<file path="config.mk">
export PLATFORM = sky130hd
export DESIGN_NAME = iess_top
export DESIGN_NICKNAME = d
export VERILOG_FILES = /design/src/logic/iess_pkg.sv /design/src/logic/iess_route.sv /design/src/logic/iess_top.sv
export SDC_FILE = /design/constraint.sdc
export NUM_CORES = 1
export LEC_CHECK = 0
export ABC_CLOCK_PERIOD_IN_PS = 1800
export BUFFER_PORTS_ARGS = -buffer_cell sky130_fd_sc_hd__buf_2
export CAP_MARGIN = 5
export CORE_ASPECT_RATIO = 0.7
export CORE_UTILIZATION = 45
export CTS_CLUSTER_SIZE = 8
export DETAILED_ROUTE_END_ITERATION = 8
export PLACE_DENSITY_LB_ADDON = 0.15
export SYNTH_ARGS = -nofsm -noshare
export SYNTH_HDL_FRONTEND = slang
export SYNTH_SLANG_ARGS = --single-unit
</file>
<file path="constraint.sdc">
create_clock -name mclk -period 1.8 [get_ports mclk]
set_clock_uncertainty 0.15 [all_clocks]
set_input_delay 0.27 -clock mclk [delete_from_list [all_inputs] [get_ports mclk]]
set_output_delay 0.27 -clock mclk [all_outputs]
set_load 0.05 [all_outputs]
</file>
<file path="src/logic/iess_pkg.sv">
// Purpose: constants and types for the internal error severity select block
// Assumes: one 32-bit severity register, AHB-Lite word access, 250 MHz mclk
// Notes: bits 0-5 and 24-31 of the severity word are handled elsewhere
//
// Behaviour
// - a set severity bit reports its error type as uncorrectable
// - a clear severity bit reports its error type as correctable
// - bit 6 selects severity of egress completion time-out
// - bits 7-10 select ingress data single/double, control single/double severity
// - bits 11-14 select egress data single/double, control single/double severity
// - bit 15 selects path parity severity, bit 16 unreliable link severity
// - bits 17 and 18 select replay control single and double severity
// - bits 19-21 select DMA time-out severity, bit 23 DMA data single
// - DMA bits stay read-write but act only in ports with DMA
// - bits 8,10,12,14,15,18,19 reset to one, other described bits zero
// - severity register sits at byte offset 0x48C
package iess_pkg;

    // ************************************************************
    // register map
    // ************************************************************
    localparam int ADDR_W = 12;
    localparam logic [ADDR_W-1:0] SEV_ADDR = 12'h48C;
    localparam logic [ADDR_W-1:0] STS_ADDR = 12'h4A0;
    localparam logic [ADDR_W-1:0] MSK_ADDR = 12'h4A4;

    // ************************************************************
    // severity word fields
    // ************************************************************
    localparam int EGRESS_CPL_TIMEOUT_SEV = 6;
    localparam int INGRESS_DATA_SINGLE_ERR_SEV = 7;
    localparam int INGRESS_DATA_DOUBLE_ERR_SEV = 8;
    localparam int INGRESS_CTL_SINGLE_ERR_SEV = 9;
    localparam int INGRESS_CTL_DOUBLE_ERR_SEV = 10;
    localparam int EGRESS_DATA_SINGLE_ERR_SEV = 11;
    localparam int EGRESS_DATA_DOUBLE_ERR_SEV = 12;
    localparam int EGRESS_CTL_SINGLE_ERR_SEV = 13;
    localparam int EGRESS_CTL_DOUBLE_ERR_SEV = 14;
    localparam int PATH_PARITY_ERR_SEV = 15;
    localparam int UNRELIABLE_LINK_SEV = 16;
    localparam int REPLAY_CTL_SINGLE_ERR_SEV = 17;
    localparam int REPLAY_CTL_DOUBLE_ERR_SEV = 18;
    localparam int DMA_INGRESS_POSTED_TIMEOUT_SEV = 19;
    localparam int DMA_INGRESS_NONPOSTED_TIMEOUT_SEV = 20;
    localparam int DMA_INGRESS_CPL_TIMEOUT_SEV = 21;
    localparam int SEV_RESERVED_BIT = 22;
    localparam int DMA_INGRESS_DATA_SINGLE_ERR_SEV = 23;
    localparam int NUM_TYPES = 24;

    // described writable bits, DMA subset, reset value
    localparam logic [31:0] SEV_WMASK = 32'h00BFFFC0;
    localparam logic [31:0] SEV_DMA_MASK = 32'h00B80000;
    localparam logic [31:0] SEV_RESET = 32'h000CD500;

    // ************************************************************
    // interrupt status and mask fields
    // ************************************************************
    localparam int STS_W = 2;
    localparam int STS_UNCORR = 0;
    localparam int STS_CORR = 1;
    localparam logic [STS_W-1:0] STS_RESET = 2'h0;
    localparam logic [STS_W-1:0] MSK_RESET = 2'h0;

    // ************************************************************
    // types
    // ************************************************************
    typedef enum logic [1:0] {
        REG_NONE,
        REG_SEV,
        REG_STS,
        REG_MSK
    } iess_reg_t;

    typedef struct packed {
        logic [31:0] sev;
        logic [STS_W-1:0] mask;
        logic [STS_W-1:0] status;
        logic wrPend;
        iess_reg_t wrSel;
        logic [31:0] rdata;
        logic uncorr;
        logic corr;
        logic [NUM_TYPES-1:0] uncorrType;
        logic [NUM_TYPES-1:0] corrType;
        logic touched;
    } iess_state_t;

endpackage

</file>
<file path="src/logic/iess_route.sv">
// Purpose: splits detected internal errors into uncorrectable and correctable
// Assumes: errEvent and sev come from the mclk domain
// Notes: purely combinational, one slice per error type
module iess_route (
    // error sources
    input wire logic [iess_pkg::NUM_TYPES-1:0] errEvent,
    input wire logic dmaPort,
    // severity selection
    input wire logic [31:0] sev,
    // split reports
    output logic [iess_pkg::NUM_TYPES-1:0] uncorrVec,
    output logic [iess_pkg::NUM_TYPES-1:0] corrVec
);

    // ************************************************************
    // per type routing
    // ************************************************************
    genvar i;
    generate
        for (i = 0; i < iess_pkg::NUM_TYPES; i++) begin : g_type
            logic live;
            // DMA types count only where a DMA function exists
            assign live = iess_pkg::SEV_WMASK[i] &
                (~iess_pkg::SEV_DMA_MASK[i] | dmaPort);
            assign uncorrVec[i] = errEvent[i] & live & sev[i];
            assign corrVec[i] = errEvent[i] & live & ~sev[i];
        end
    endgenerate

endmodule

</file>
<file path="src/logic/iess_top.sv">
// Purpose: severity select register with AHB-Lite access and error routing
// Assumes: zero-wait AHB-Lite slave, single word transfers, mclk 250 MHz
// Notes: status bits clear on read, irq is the OR of status bits whose mask bit is set
module iess_top (
    // clock and reset
    input wire logic mclk,
    input wire logic rst_n,
    // AHB-Lite slave
    input wire logic hsel,
    input wire logic [31:0] haddr,
    input wire logic [1:0] htrans,
    input wire logic hwrite,
    input wire logic [2:0] hsize,
    input wire logic hready,
    input wire logic [31:0] hwdata,
    output logic [31:0] hrdata,
    output logic hreadyout,
    output logic hresp,
    // error sources
    input wire logic [iess_pkg::NUM_TYPES-1:0] errEvent,
    input wire logic dmaPort,
    // error reports
    output logic uncorrErr,
    output logic corrErr,
    output logic [iess_pkg::NUM_TYPES-1:0] uncorrType,
    output logic [iess_pkg::NUM_TYPES-1:0] corrType,
    // interrupt
    output logic irq
);

    iess_pkg::iess_state_t s;
    iess_pkg::iess_state_t next_s;
    logic addrPhase;
    logic rdPhase;
    iess_pkg::iess_reg_t sel;
    logic [iess_pkg::NUM_TYPES-1:0] uncorrVec;
    logic [iess_pkg::NUM_TYPES-1:0] corrVec;

    // ************************************************************
    // error routing
    // ************************************************************
    iess_route u_route (
        .errEvent(errEvent),
        .dmaPort(dmaPort),
        .sev(s.sev),
        .uncorrVec(uncorrVec),
        .corrVec(corrVec)
    );

    // ************************************************************
    // bus decode
    // ************************************************************
    assign addrPhase = hsel & htrans[1] & hready;
    assign rdPhase = addrPhase & ~hwrite;

    always_comb begin
        case (haddr[iess_pkg::ADDR_W-1:0])
            iess_pkg::SEV_ADDR: sel = iess_pkg::REG_SEV;
            iess_pkg::STS_ADDR: sel = iess_pkg::REG_STS;
            iess_pkg::MSK_ADDR: sel = iess_pkg::REG_MSK;
            default: sel = iess_pkg::REG_NONE;
        endcase
    end

    // ************************************************************
    // next state
    // ************************************************************
    always_comb begin
        next_s = s;
        // write data phase
        if (s.wrPend) begin
            case (s.wrSel)
                iess_pkg::REG_SEV: begin
                    // reserved and out-of-block bits keep zero
                    next_s.sev = (s.sev & ~iess_pkg::SEV_WMASK) |
                        (hwdata & iess_pkg::SEV_WMASK);
                    next_s.touched = 1'b1;
                end
                iess_pkg::REG_MSK: next_s.mask = hwdata[iess_pkg::STS_W-1:0];
                default: next_s.touched = s.touched;
            endcase
        end
        next_s.wrPend = addrPhase & hwrite;
        next_s.wrSel = sel;
        // registered error reports
        next_s.uncorrType = uncorrVec;
        next_s.corrType = corrVec;
        next_s.uncorr = |uncorrVec;
        next_s.corr = |corrVec;
        // sticky status, a new event beats the read clear
        if (rdPhase && sel == iess_pkg::REG_STS) begin
            next_s.status = iess_pkg::STS_RESET;
        end
        next_s.status[iess_pkg::STS_UNCORR] = next_s.status[iess_pkg::STS_UNCORR] |
            (|uncorrVec);
        next_s.status[iess_pkg::STS_CORR] = next_s.status[iess_pkg::STS_CORR] |
            (|corrVec);
        // read data, forwarded past a write in its data phase
        if (rdPhase) begin
            case (sel)
                iess_pkg::REG_SEV: next_s.rdata = next_s.sev & iess_pkg::SEV_WMASK;
                iess_pkg::REG_STS: next_s.rdata = {30'h0, s.status};
                iess_pkg::REG_MSK: next_s.rdata = {30'h0, next_s.mask};
                default: next_s.rdata = 32'h00000000;
            endcase
        end
    end

    // ************************************************************
    // state register
    // ************************************************************
    always_ff @(posedge mclk or negedge rst_n) begin
        if (!rst_n) begin
            s.sev <= iess_pkg::SEV_RESET;
            s.mask <= iess_pkg::MSK_RESET;
            s.status <= iess_pkg::STS_RESET;
            s.wrPend <= 1'b0;
            s.wrSel <= iess_pkg::REG_NONE;
            s.rdata <= 32'h00000000;
            s.uncorr <= 1'b0;
            s.corr <= 1'b0;
            s.uncorrType <= 24'h000000;
            s.corrType <= 24'h000000;
            s.touched <= 1'b0;
        end else begin
            s <= next_s;
        end
    end

    // ************************************************************
    // outputs
    // ************************************************************
    assign hrdata = s.rdata;
    assign hreadyout = 1'b1;
    assign hresp = 1'b0;
    assign uncorrErr = s.uncorr;
    assign corrErr = s.corr;
    assign uncorrType = s.uncorrType;
    assign corrType = s.corrType;
    assign irq = |(s.status & s.mask);
endmodule

</file>
==> results of run 1 <==
[layer usage]
layer / wire [µm] / up-vias / GRT usage [%]
met2: 3030 / 80 / 25.4
met5: 0 / - / 0
met3: 523 / 4 / 6.59
met4: 32 / 0 / 5.27
met1: 3290 / 1027 / 24.8
li1: - / 1073 / -
[final cells by class]
type | instances | area [µm²] | area share, %
flip-flops and latches | 79 | 1990 | 48.2
well taps | 98 | 123 | 2.98
inverters | 19 | 71.3 | 1.73
clock inverters | 4 | 70.1 | 1.70
repair buffers | 120 | 643 | 15.6
clock buffers | 12 | 236 | 5.74
multi-input cells | 161 | 990 | 24.0
[state kept, by name (all words and copies together), names as in the netlist]
name and cells:
hrdata 19, corrErr 1, s 24, uncorrErr 1
uncorrType 17, corrType 17
[worst max-delay path, delay by kind of cell, from the launching register on]
kind             cells  cell delay [ns]
DFF                  1             0.40
and+or+nand+nor      4             0.97
[final timing paths]
check                                      end  slack (ns)  cells after the start
worst max-delay path                     s[86]        0.15                      4
max in group asynchronous               s[109]        0.79                      3
min in group asynchronous       uncorrType[16]        0.35                      3
worst min-delay path                     s[98]        0.02                      3
worst max register to register           s[86]        0.15                      4
worst min register to register    corrType[13]        0.31                      1
[synth_stat cells (all sizes together), types with 2 or more instances]
cell / count / area [µm²]
and2: 13 / 81.3
and3: 5 / 31.3
and4: 3 / 26.3
buf: 85 / 637
clkbuf: 2 / 7.51
conb: 2 / 7.51
dfrtp: 72 / 1800
dfstp: 7 / 184
inv: 19 / 71.3
mux2: 2 / 22.5
mux2i: 19 / 190
nand2: 25 / 93.8
nand3: 3 / 15.0
nand3b: 2 / 15.0
nor2: 3 / 11.3
nor2b: 13 / 81.3
nor3: 6 / 30.0
nor4: 6 / 52.6
o21ai: 21 / 113
[timing repair]
item                                   CTS  global route
endpoints found under the hold margin   72             0
buffers inserted                         0             0
resized for setup                        0             1
hold buffers                             1             0
setup endpoints to repair                0             1
[cells by family (layout without fill, tap and decap cells)]
family	count (synthesis)	after routing
AND/OR/NAND/NOR	87	87
AO/OA/AOI/OAI	23	23
XOR/XNOR	1	1
flip-flops	79	79
other	2	29
multiplexers	21	21
buffers and inverters	106	155
[cells in the final DEF, fill, tap and decap left out, types with 4 or more instances in the layout]
cell,instances
dfstp_2,7
conb_1,29
nand2_1,25
clkbuf_16,9
o21ai_1,12
mux2i_1,19
buf_4,9
inv_1,19
buf_2,109
nor2b_1,13
and2_1,13
o21ai_0,7
and3_1,5
nor3_1,6
dfrtp_1,72
nor4_1,4
[stage by stage]
step	std cells	total power, mW	setup slack (ns)	setup TNS, ns	utilization, %
final	493	4.27	0.149	0	55.1
after global routing	493	4.45	0.0888	0	55.1
after CTS	493	4.32	0.0886	0	55.0
after detailed placement	476	2.43	-0.165	-1.39	50.7
after global placement	476	2.43	-0.151	-1.06	50.7
after floorplan	346	2.36	0.0250	0	-
[power by group through the flow]
stage	Clock (mW)	Sequential, mW	Combinational (mW)
final	1.87	1.87	0.536
after global routing	2.00	1.87	0.576
after CTS	1.92	1.87	0.540
after detailed placement	0	1.90	0.536
after global placement	0	1.90	0.534
after floorplan	0	1.89	0.461
==> impl_metrics.yaml, run 1 <==
run_status:
  status: "completed"
placement:
  port_buffers: 110
  globalplace.congestion: 0.783
  postPlaceCellArea_um2: 3800
  dp_hpwl_mm: 5.07
drt:
  drc: 0
  drt-vias-per-instance: 4.43
  wl_per_cell_um: 13.9
  drt-initial-drc-count: 61
  wl_mm: 6.87
  ant_nets: 0
  dr.pass1.iters: 4
  num_vias: 2184
logic_synthesis:
  yosys.area_share.xor_xnor_pct: 0.245
  synth_cell_types: 35
  synthFlopType: "dfrtp_1"
  ys_warn_count: 0
  synthesis.area_um2: 3580
  async_reset_ff_share_pct: 100
  synth_compound_area_share_pct: 3.64
  synth_top_family_by_area: "buffers and inverters"
  synth_edf_count: 0
  ys_seq_area_share_pct: 55.5
  ys_ff_latch: 79
  netlist_instances: 319
  synthAdderAreaFrac_pct: 0
  synthMuxAreaShare_pct: 5.94
  avgSynthCellArea_um2: 11.2
  synth_simple_gate_area_share_pct: 14.5
worst_setup_path:
  worst-setup-path-type: "reg2reg"
  worst_path_max_delay_cell: "dfrtp_1"
  reg2reg_from: "s[101]"
  cp.required_ns: 1.84
  path_cells: "and2_1 -> nor4_1 -> and4_1 -> nand3_1"
  max_stage_delay_ns: 0.40
  critPathLaunchType: "flip-flop"
  startpoint: "s[101]"
  crit_arrival_ns: 1.69
  cp_max_fo: 3
  cp-end-kind: "flip-flop"
sta:
  drv_slew: 0
  min_period_over_period_pct: 91.7
  clock.fmax_mhz: 606
  setup_viol: 0
  hold_violations: 0
  rsz0062_at_grt: "false"
  period_needed_ns: 1.65
  hold_ws_ns: 0.0241
power_and_ir_drop:
  pwr-share-clk_pct: 43.7
  powerDensity_nw_per_um2: 1040
  internal_power_mw: 3.18
  netSwitchingPower_mw: 1.09
  max-vdd-ir-drop_v: 0.000456
  pwr-share-seq_pct: 43.7
  comb_power_share_pct: 12.6
  swShare_pct: 25.6
  p_leak_nw: 2.30
layout:
  num_antenna_cells: 0
  drive_gt1_share_pct: 37.7
  area_growth_pct: 15.1
  n_fill_cell: 674
  stdcell_area_um2: 4120
  fin_nets: 489
clocking:
  cts_tree: "yes"
  clk_latency_ns: 0.32
  path_clk_slew_ns: 0.06
  clock_sinks: 79
  h-tree-depth: 3
  cts_root_buffer: "clkbuf_16"
  cts_buffers: 9
  clk_path_buf_depth: 2
global_route:
  grt_max_degree: 80
  gr-usage-all-layers_pct: 17.7
  grt_pass1_wl_mm: 10.8
  first_global_vias: 2153
  grt_overflow: 0
  antenna_found_initial: 0
floorplan:
  die_area_um2: 8320
  die_y_um: 76.6
  io_pins: 184
  start_util_pct: 47.8
  rows: 26
  core_area_um2: 7480
  fp.dieW_um: 109
worst_hold_path:
  min_path_type: "in2reg"
  worstHoldStart: "hwdata[8]"
flow_run:
  max_cap_viol_count: 0
No activity file was read; power rests on OpenSTA's default activity.
==> run 2, diff against run 1 <==
MAX_ROUTING_LAYER = met4   (was default)
SETUP_SLACK_MARGIN = 0.5   (was default)
==> run 2 against run 1 <==
Compared with the run above:
- via count grew 6.8%
- critical path depth grew 1
- power grew 3.1%
- highest routed layer unchanged
- combinational power grew 22%
- hold slack gained 0.0013 ns
- design area grew 21%
- worst setup slack gained 0.046 ns
- non-clock buffer count grew 17
- sequential share of layout area shrank 8.4 points
- global-route usage grew 1.5 points
- wire length grew 12%
- critical endpoint is now s[87]
==> impl_metrics.yaml, run 2 (synthesized netlist as in run 1, its figures left out) <==
run_status:
  status: "completed"
placement:
  postPlaceCellArea_um2: 3840
  port_buffers: 110
  pre_cts_ws_ns: -0.133
  dp_hpwl_mm: 5.34
  globalplace.congestion: 0.754
flow_run:
  max_cap_viol_count: 0
clocking:
  cts_buffers: 9
  cts_tree: "yes"
  h-tree-depth: 3
  clk_path_buf_depth: 2
  clock_sinks: 79
  cts_root_buffer: "clkbuf_16"
  path_clk_slew_ns: 0.06
  clk_latency_ns: 0.32
worst_setup_path:
  worst-setup-path-type: "in2reg"
  cp_max_fo: 2
  critPathLaunchType: "input pin"
  crit_arrival_ns: 1.65
  worst_path_max_delay_cell: "or4_4"
  cp.required_ns: 1.84
  path_cells: "buf_6 -> or4bb_1 -> or4_4 -> o21ai_2 -> nand3_1"
  max_stage_delay_ns: 0.57
  cp-end-kind: "flip-flop"
sta:
  period_needed_ns: 1.61
  rsz0062_at_grt: "true"
  setup_slack_ns: 0.195
  clock.fmax_mhz: 623
  setup_viol: 0
  hold_violations: 0
  min_period_over_period_pct: 89.2
  drv_slew: 0
floorplan:
  die_y_um: 76.6
  io_pins: 184
  rows: 26
  core_area_um2: 7480
  start_util_pct: 47.8
  fp.dieW_um: 109
  die_area_um2: 8320
layout:
  drive_gt1_share_pct: 49.5
  top_register: "s"
  layout_commonest_cell: "dfrtp_1"
  fin_nets: 506
  final_cell_mix: "dfrtp_1 (72), buf_6 (59), buf_2 (51)"
  largest_reg_flops: 24
  num_antenna_cells: 0
  stdcell_area_um2: 4980
  area_growth_pct: 39.2
  n_fill_cell: 576
drt:
  dr.pass1.iters: 4
  wl_mm: 7.69
  num_vias: 2332
  drc: 0
  ant_nets: 0
  drt-vias-per-instance: 4.57
  wl_per_cell_um: 15.1
  drt-initial-drc-count: 38
power_and_ir_drop:
  max-vdd-ir-drop_v: 0.000477
  powerDensity_nw_per_um2: 884
  p_leak_nw: 2.46
global_route:
  grt_overflow: 0
  gr-usage-all-layers_pct: 19.2
  first_global_vias: 2308
  grt_max_degree: 33
  antenna_found_initial: 0
  grt_pass1_wl_mm: 11.6
worst_hold_path:
  min_path_type: "in2reg"
## run 2: cell types whose count changed in the layout (fill, tap and decap cells not counted), moves of 6 or more
cell,delta
o21ai_0,-6
mux2i_4,+15
o21ai_2,+7
buf_4,+12
buf_2,-58
mux2i_1,-16
buf_6,+59
## run 2: report_power, final
group	total [mW]	leakage (nW)	switching, mW	internal [mW]
sequential	1.89	0.999	0.0430	1.84
clock	1.86	0.151	0.654	1.21
combinational	0.654	1.31	0.441	0.213
## run 2: metrics by stage
stage               std cells  TNS, ns  power [mW]  utilization, %  hold slack (ns)
finish                    510        0        4.40            66.6           0.0255
global route              510        0        4.57            66.6           0.0207
CTS                       499        0        4.38            61.5           0.0133
detailed placement        477    -1.23        2.44            51.3           0.0495
global placement          477   -0.754        2.44            51.3           0.0486
floorplan                 346        0        2.36               -           -0.176
## run 2: critical path, delay by kind of cell
kind                   cells  cell delay, ns
AND/OR/NAND/NOR            3            1.16
AO/OA/AOI/OAI              1            0.13
buffers and inverters      1            0.09
## run 2: area by class of cell
type,count,area (µm²),area share [%]
Clock buffer,12,236,4.75
Clock inverter,4,70.1,1.41
Inverter,19,71.3,1.43
Multi-Input combinational cell,161,1300,26.1
Sequential cell,79,1990,39.9
Tap cell,98,123,2.46
Timing Repair Buffer,137,1200,24.0
## run 2: timing repair
item / CTS / global route
pin swaps: 15 / 4
endpoints found under the setup margin: 88 / 94
endpoints found under the hold margin: 23 / 0
resized for setup: 122 / 55
buffers inserted: 5 / 9
gates cloned: 0 / 2
hold buffers: 1 / 0
## run 2: path summary, 6_finish.rpt
check,from,cells past startpoint,to,slack (ns)
hold / removal,hwdata[9],3,s[99],0.03
hold reg to reg,s[99],1,corrType[9],0.32
setup reg to reg,s[98],4,s[87],0.22
setup / recovery,haddr[6],5,s[87],0.19
min in group asynchronous,rst_n,2,corrType[18],0.24
max in group asynchronous,rst_n,3,s[98],0.72
## run 2: routing by layer
metal	GRT usage (%)	vias to the layer above	wire length, µm
li1	-	1112	-
met1	25.4	1131	3470
met2	27.7	79	3620
met3	6.93	10	499
met4	5.54	0	101
met5	-	-	0
==> run 3, diff against run 2 <==
ABC_CLOCK_PERIOD_IN_PS = default   (was 1800)
PLACE_DENSITY = 0.87   (was default)
PLACE_DENSITY_LB_ADDON = default   (was 0.15)
==> run 3 against run 2 <==
Compared with the run above:
- hold slack better by 0.0043 ns
- die area stayed put
- critical path depth stayed put
- critical endpoint unchanged
==> impl_metrics.yaml, run 3 (synthesized netlist as in run 1, its figures left out) <==
placement:
  port_buffers: 110
  globalplace.congestion: 0.821
  dp_hpwl_mm: 5.45
  postPlaceCellArea_um2: 3840
sta:
  setup_viol: 0
  drv_slew: 0
  period_needed_ns: 1.70
  rsz0062_at_grt: "true"
  hold_violations: 0
  timing.setup.tns_ns: 0
  min_period_over_period_pct: 94.6
  hold_ws_ns: 0.0298
  clock.fmax_mhz: 587
power_and_ir_drop:
  internal_power_mw: 3.17
  powerDensity_nw_per_um2: 851
  comb_power_share_pct: 15.2
  max-vdd-ir-drop_v: 0.000549
  netSwitchingPower_mw: 1.16
  pwr-share-clk_pct: 41.2
  pwr-share-seq_pct: 43.6
  p_leak_nw: 2.52
  swShare_pct: 26.8
worst_hold_path:
  min_path_type: "in2reg"
clocking:
  clk_path_buf_depth: 2
  cts_buffers: 9
  clock_sinks: 79
  path_clk_slew_ns: 0.06
  cts_root_buffer: "clkbuf_16"
  clk_latency_ns: 0.32
  cts_tree: "yes"
  h-tree-depth: 3
worst_setup_path:
  critPathLaunchType: "input pin"
  cp-end-kind: "flip-flop"
  cp_max_fo: 2
  crit_arrival_ns: 1.74
  worst-setup-path-type: "in2reg"
  cp.required_ns: 1.84
layout:
  largest_reg_flops: 24
  drive_gt1_share_pct: 53.0
  fin_nets: 513
  layout_commonest_cell: "dfrtp_1"
  stdcell_area_um2: 5090
  final_cell_mix: "dfrtp_1 (72), buf_6 (60), buf_2 (52)"
  seq_area_um2: 1990
  multiInputGateArea_um2: 1320
  n_fill_cell: 526
  finish.utilization_pct: 68.1
  top_register: "s"
  area_growth_pct: 42.3
  num_antenna_cells: 0
drt:
  ant_nets: 0
  dr.pass1.iters: 4
  num_vias: 2456
  drc: 0
  wl_mm: 8.46
  drt-vias-per-instance: 4.75
  wl_per_cell_um: 16.4
  drt-initial-drc-count: 78
global_route:
  grt_max_degree: 80
  grt_overflow: 0
  first_global_vias: 2484
  grt_pass1_wl_mm: 12.4
  antenna_found_initial: 0
  gr-usage-all-layers_pct: 20.7
floorplan:
  die_y_um: 76.6
  rows: 26
  fp.dieW_um: 109
  io_pins: 184
  start_util_pct: 47.8
  core_area_um2: 7480
  die_area_um2: 8320
run_status:
  status: "completed"
flow_run:
  max_cap_viol_count: 0
[run 3: cell count changes in the layout (fill, tap and decap cells not counted), moves of 2 or more]
cell,change
buf_16,+3
o21ai_2,+8
nor3_1,+2
nand2_2,+2
buf_4,+3
clkinv_2,-2
clkinvlp_4,+2
nand2_1,-2
o21ai_1,-7
nor3_2,-2
[run 3: path summary, 6_finish.rpt]
kind / endpoint / slack [ns] / cells past startpoint / startpoint
setup / recovery: s[87] / 0.1 / 5 / haddr[3]
min in group asynchronous: hrdata[6] / 0.35 / 3 / rst_n
setup reg to reg: s[87] / 0.11 / 5 / s[100]
hold reg to reg: corrType[6] / 0.35 / 1 / s[96]
max in group asynchronous: s[109] / 0.78 / 3 / rst_n
hold / removal: s[96] / 0.03 / 3 / hwdata[6]
[run 3: per-stage QoR]
step,total power [mW],setup WS (ns),instances
6_report,4.33,0.0976,517
5_1_grt,4.48,0.0455,517
4_1_cts,4.31,0.126,509
3_5_place_dp,2.45,-0.147,478
3_3_place_gp,2.43,-0.126,478
2_1_floorplan,2.36,0.0369,346
[run 3: worst max-delay path, cell delays in order]
cell and delay, ns:
buf_2 0.10, or4bb_1 0.53, or4_4 0.58, o21ai_1 0.18
nand3_2 0.08
[run 3: repair_timing]
action / in CTS / in global routing
endpoints found under the hold margin: 72 / 0
gates resized for setup: 132 / 60
setup endpoints to repair: 91 / 86
pin swaps: 8 / 8
gates cloned: 3 / 1
setup buffers: 11 / 7
hold buffers: 1 / 0
[run 3: power by group through the flow]
stage          clock (mW)  combinational, mW  sequential [mW]
4_1_cts              1.82              0.613             1.88
3_3_place_gp            0              0.537             1.90
6_report             1.79              0.659             1.89
5_1_grt              1.89              0.695             1.89
2_1_floorplan           0              0.462             1.89
3_5_place_dp            0              0.549             1.90
[run 3: final cells by class]
class	count	share of cell area (%)
well taps	98	2.41
multi-input cells	161	25.9
clock inverters	4	1.06
inverters	19	1.40
clock buffers	12	4.84
flip-flops and latches	79	39.0
repair buffers	144	25.4
[run 3: metal layers]
metal	track usage (%)	up-vias	part of all wire (%)
met4	5.14	0	1.6
met1	23.9	1214	42
li1	-	1132	-
met5	-	-	0
met3	6.33	14	5.4
met2	34.8	96	51
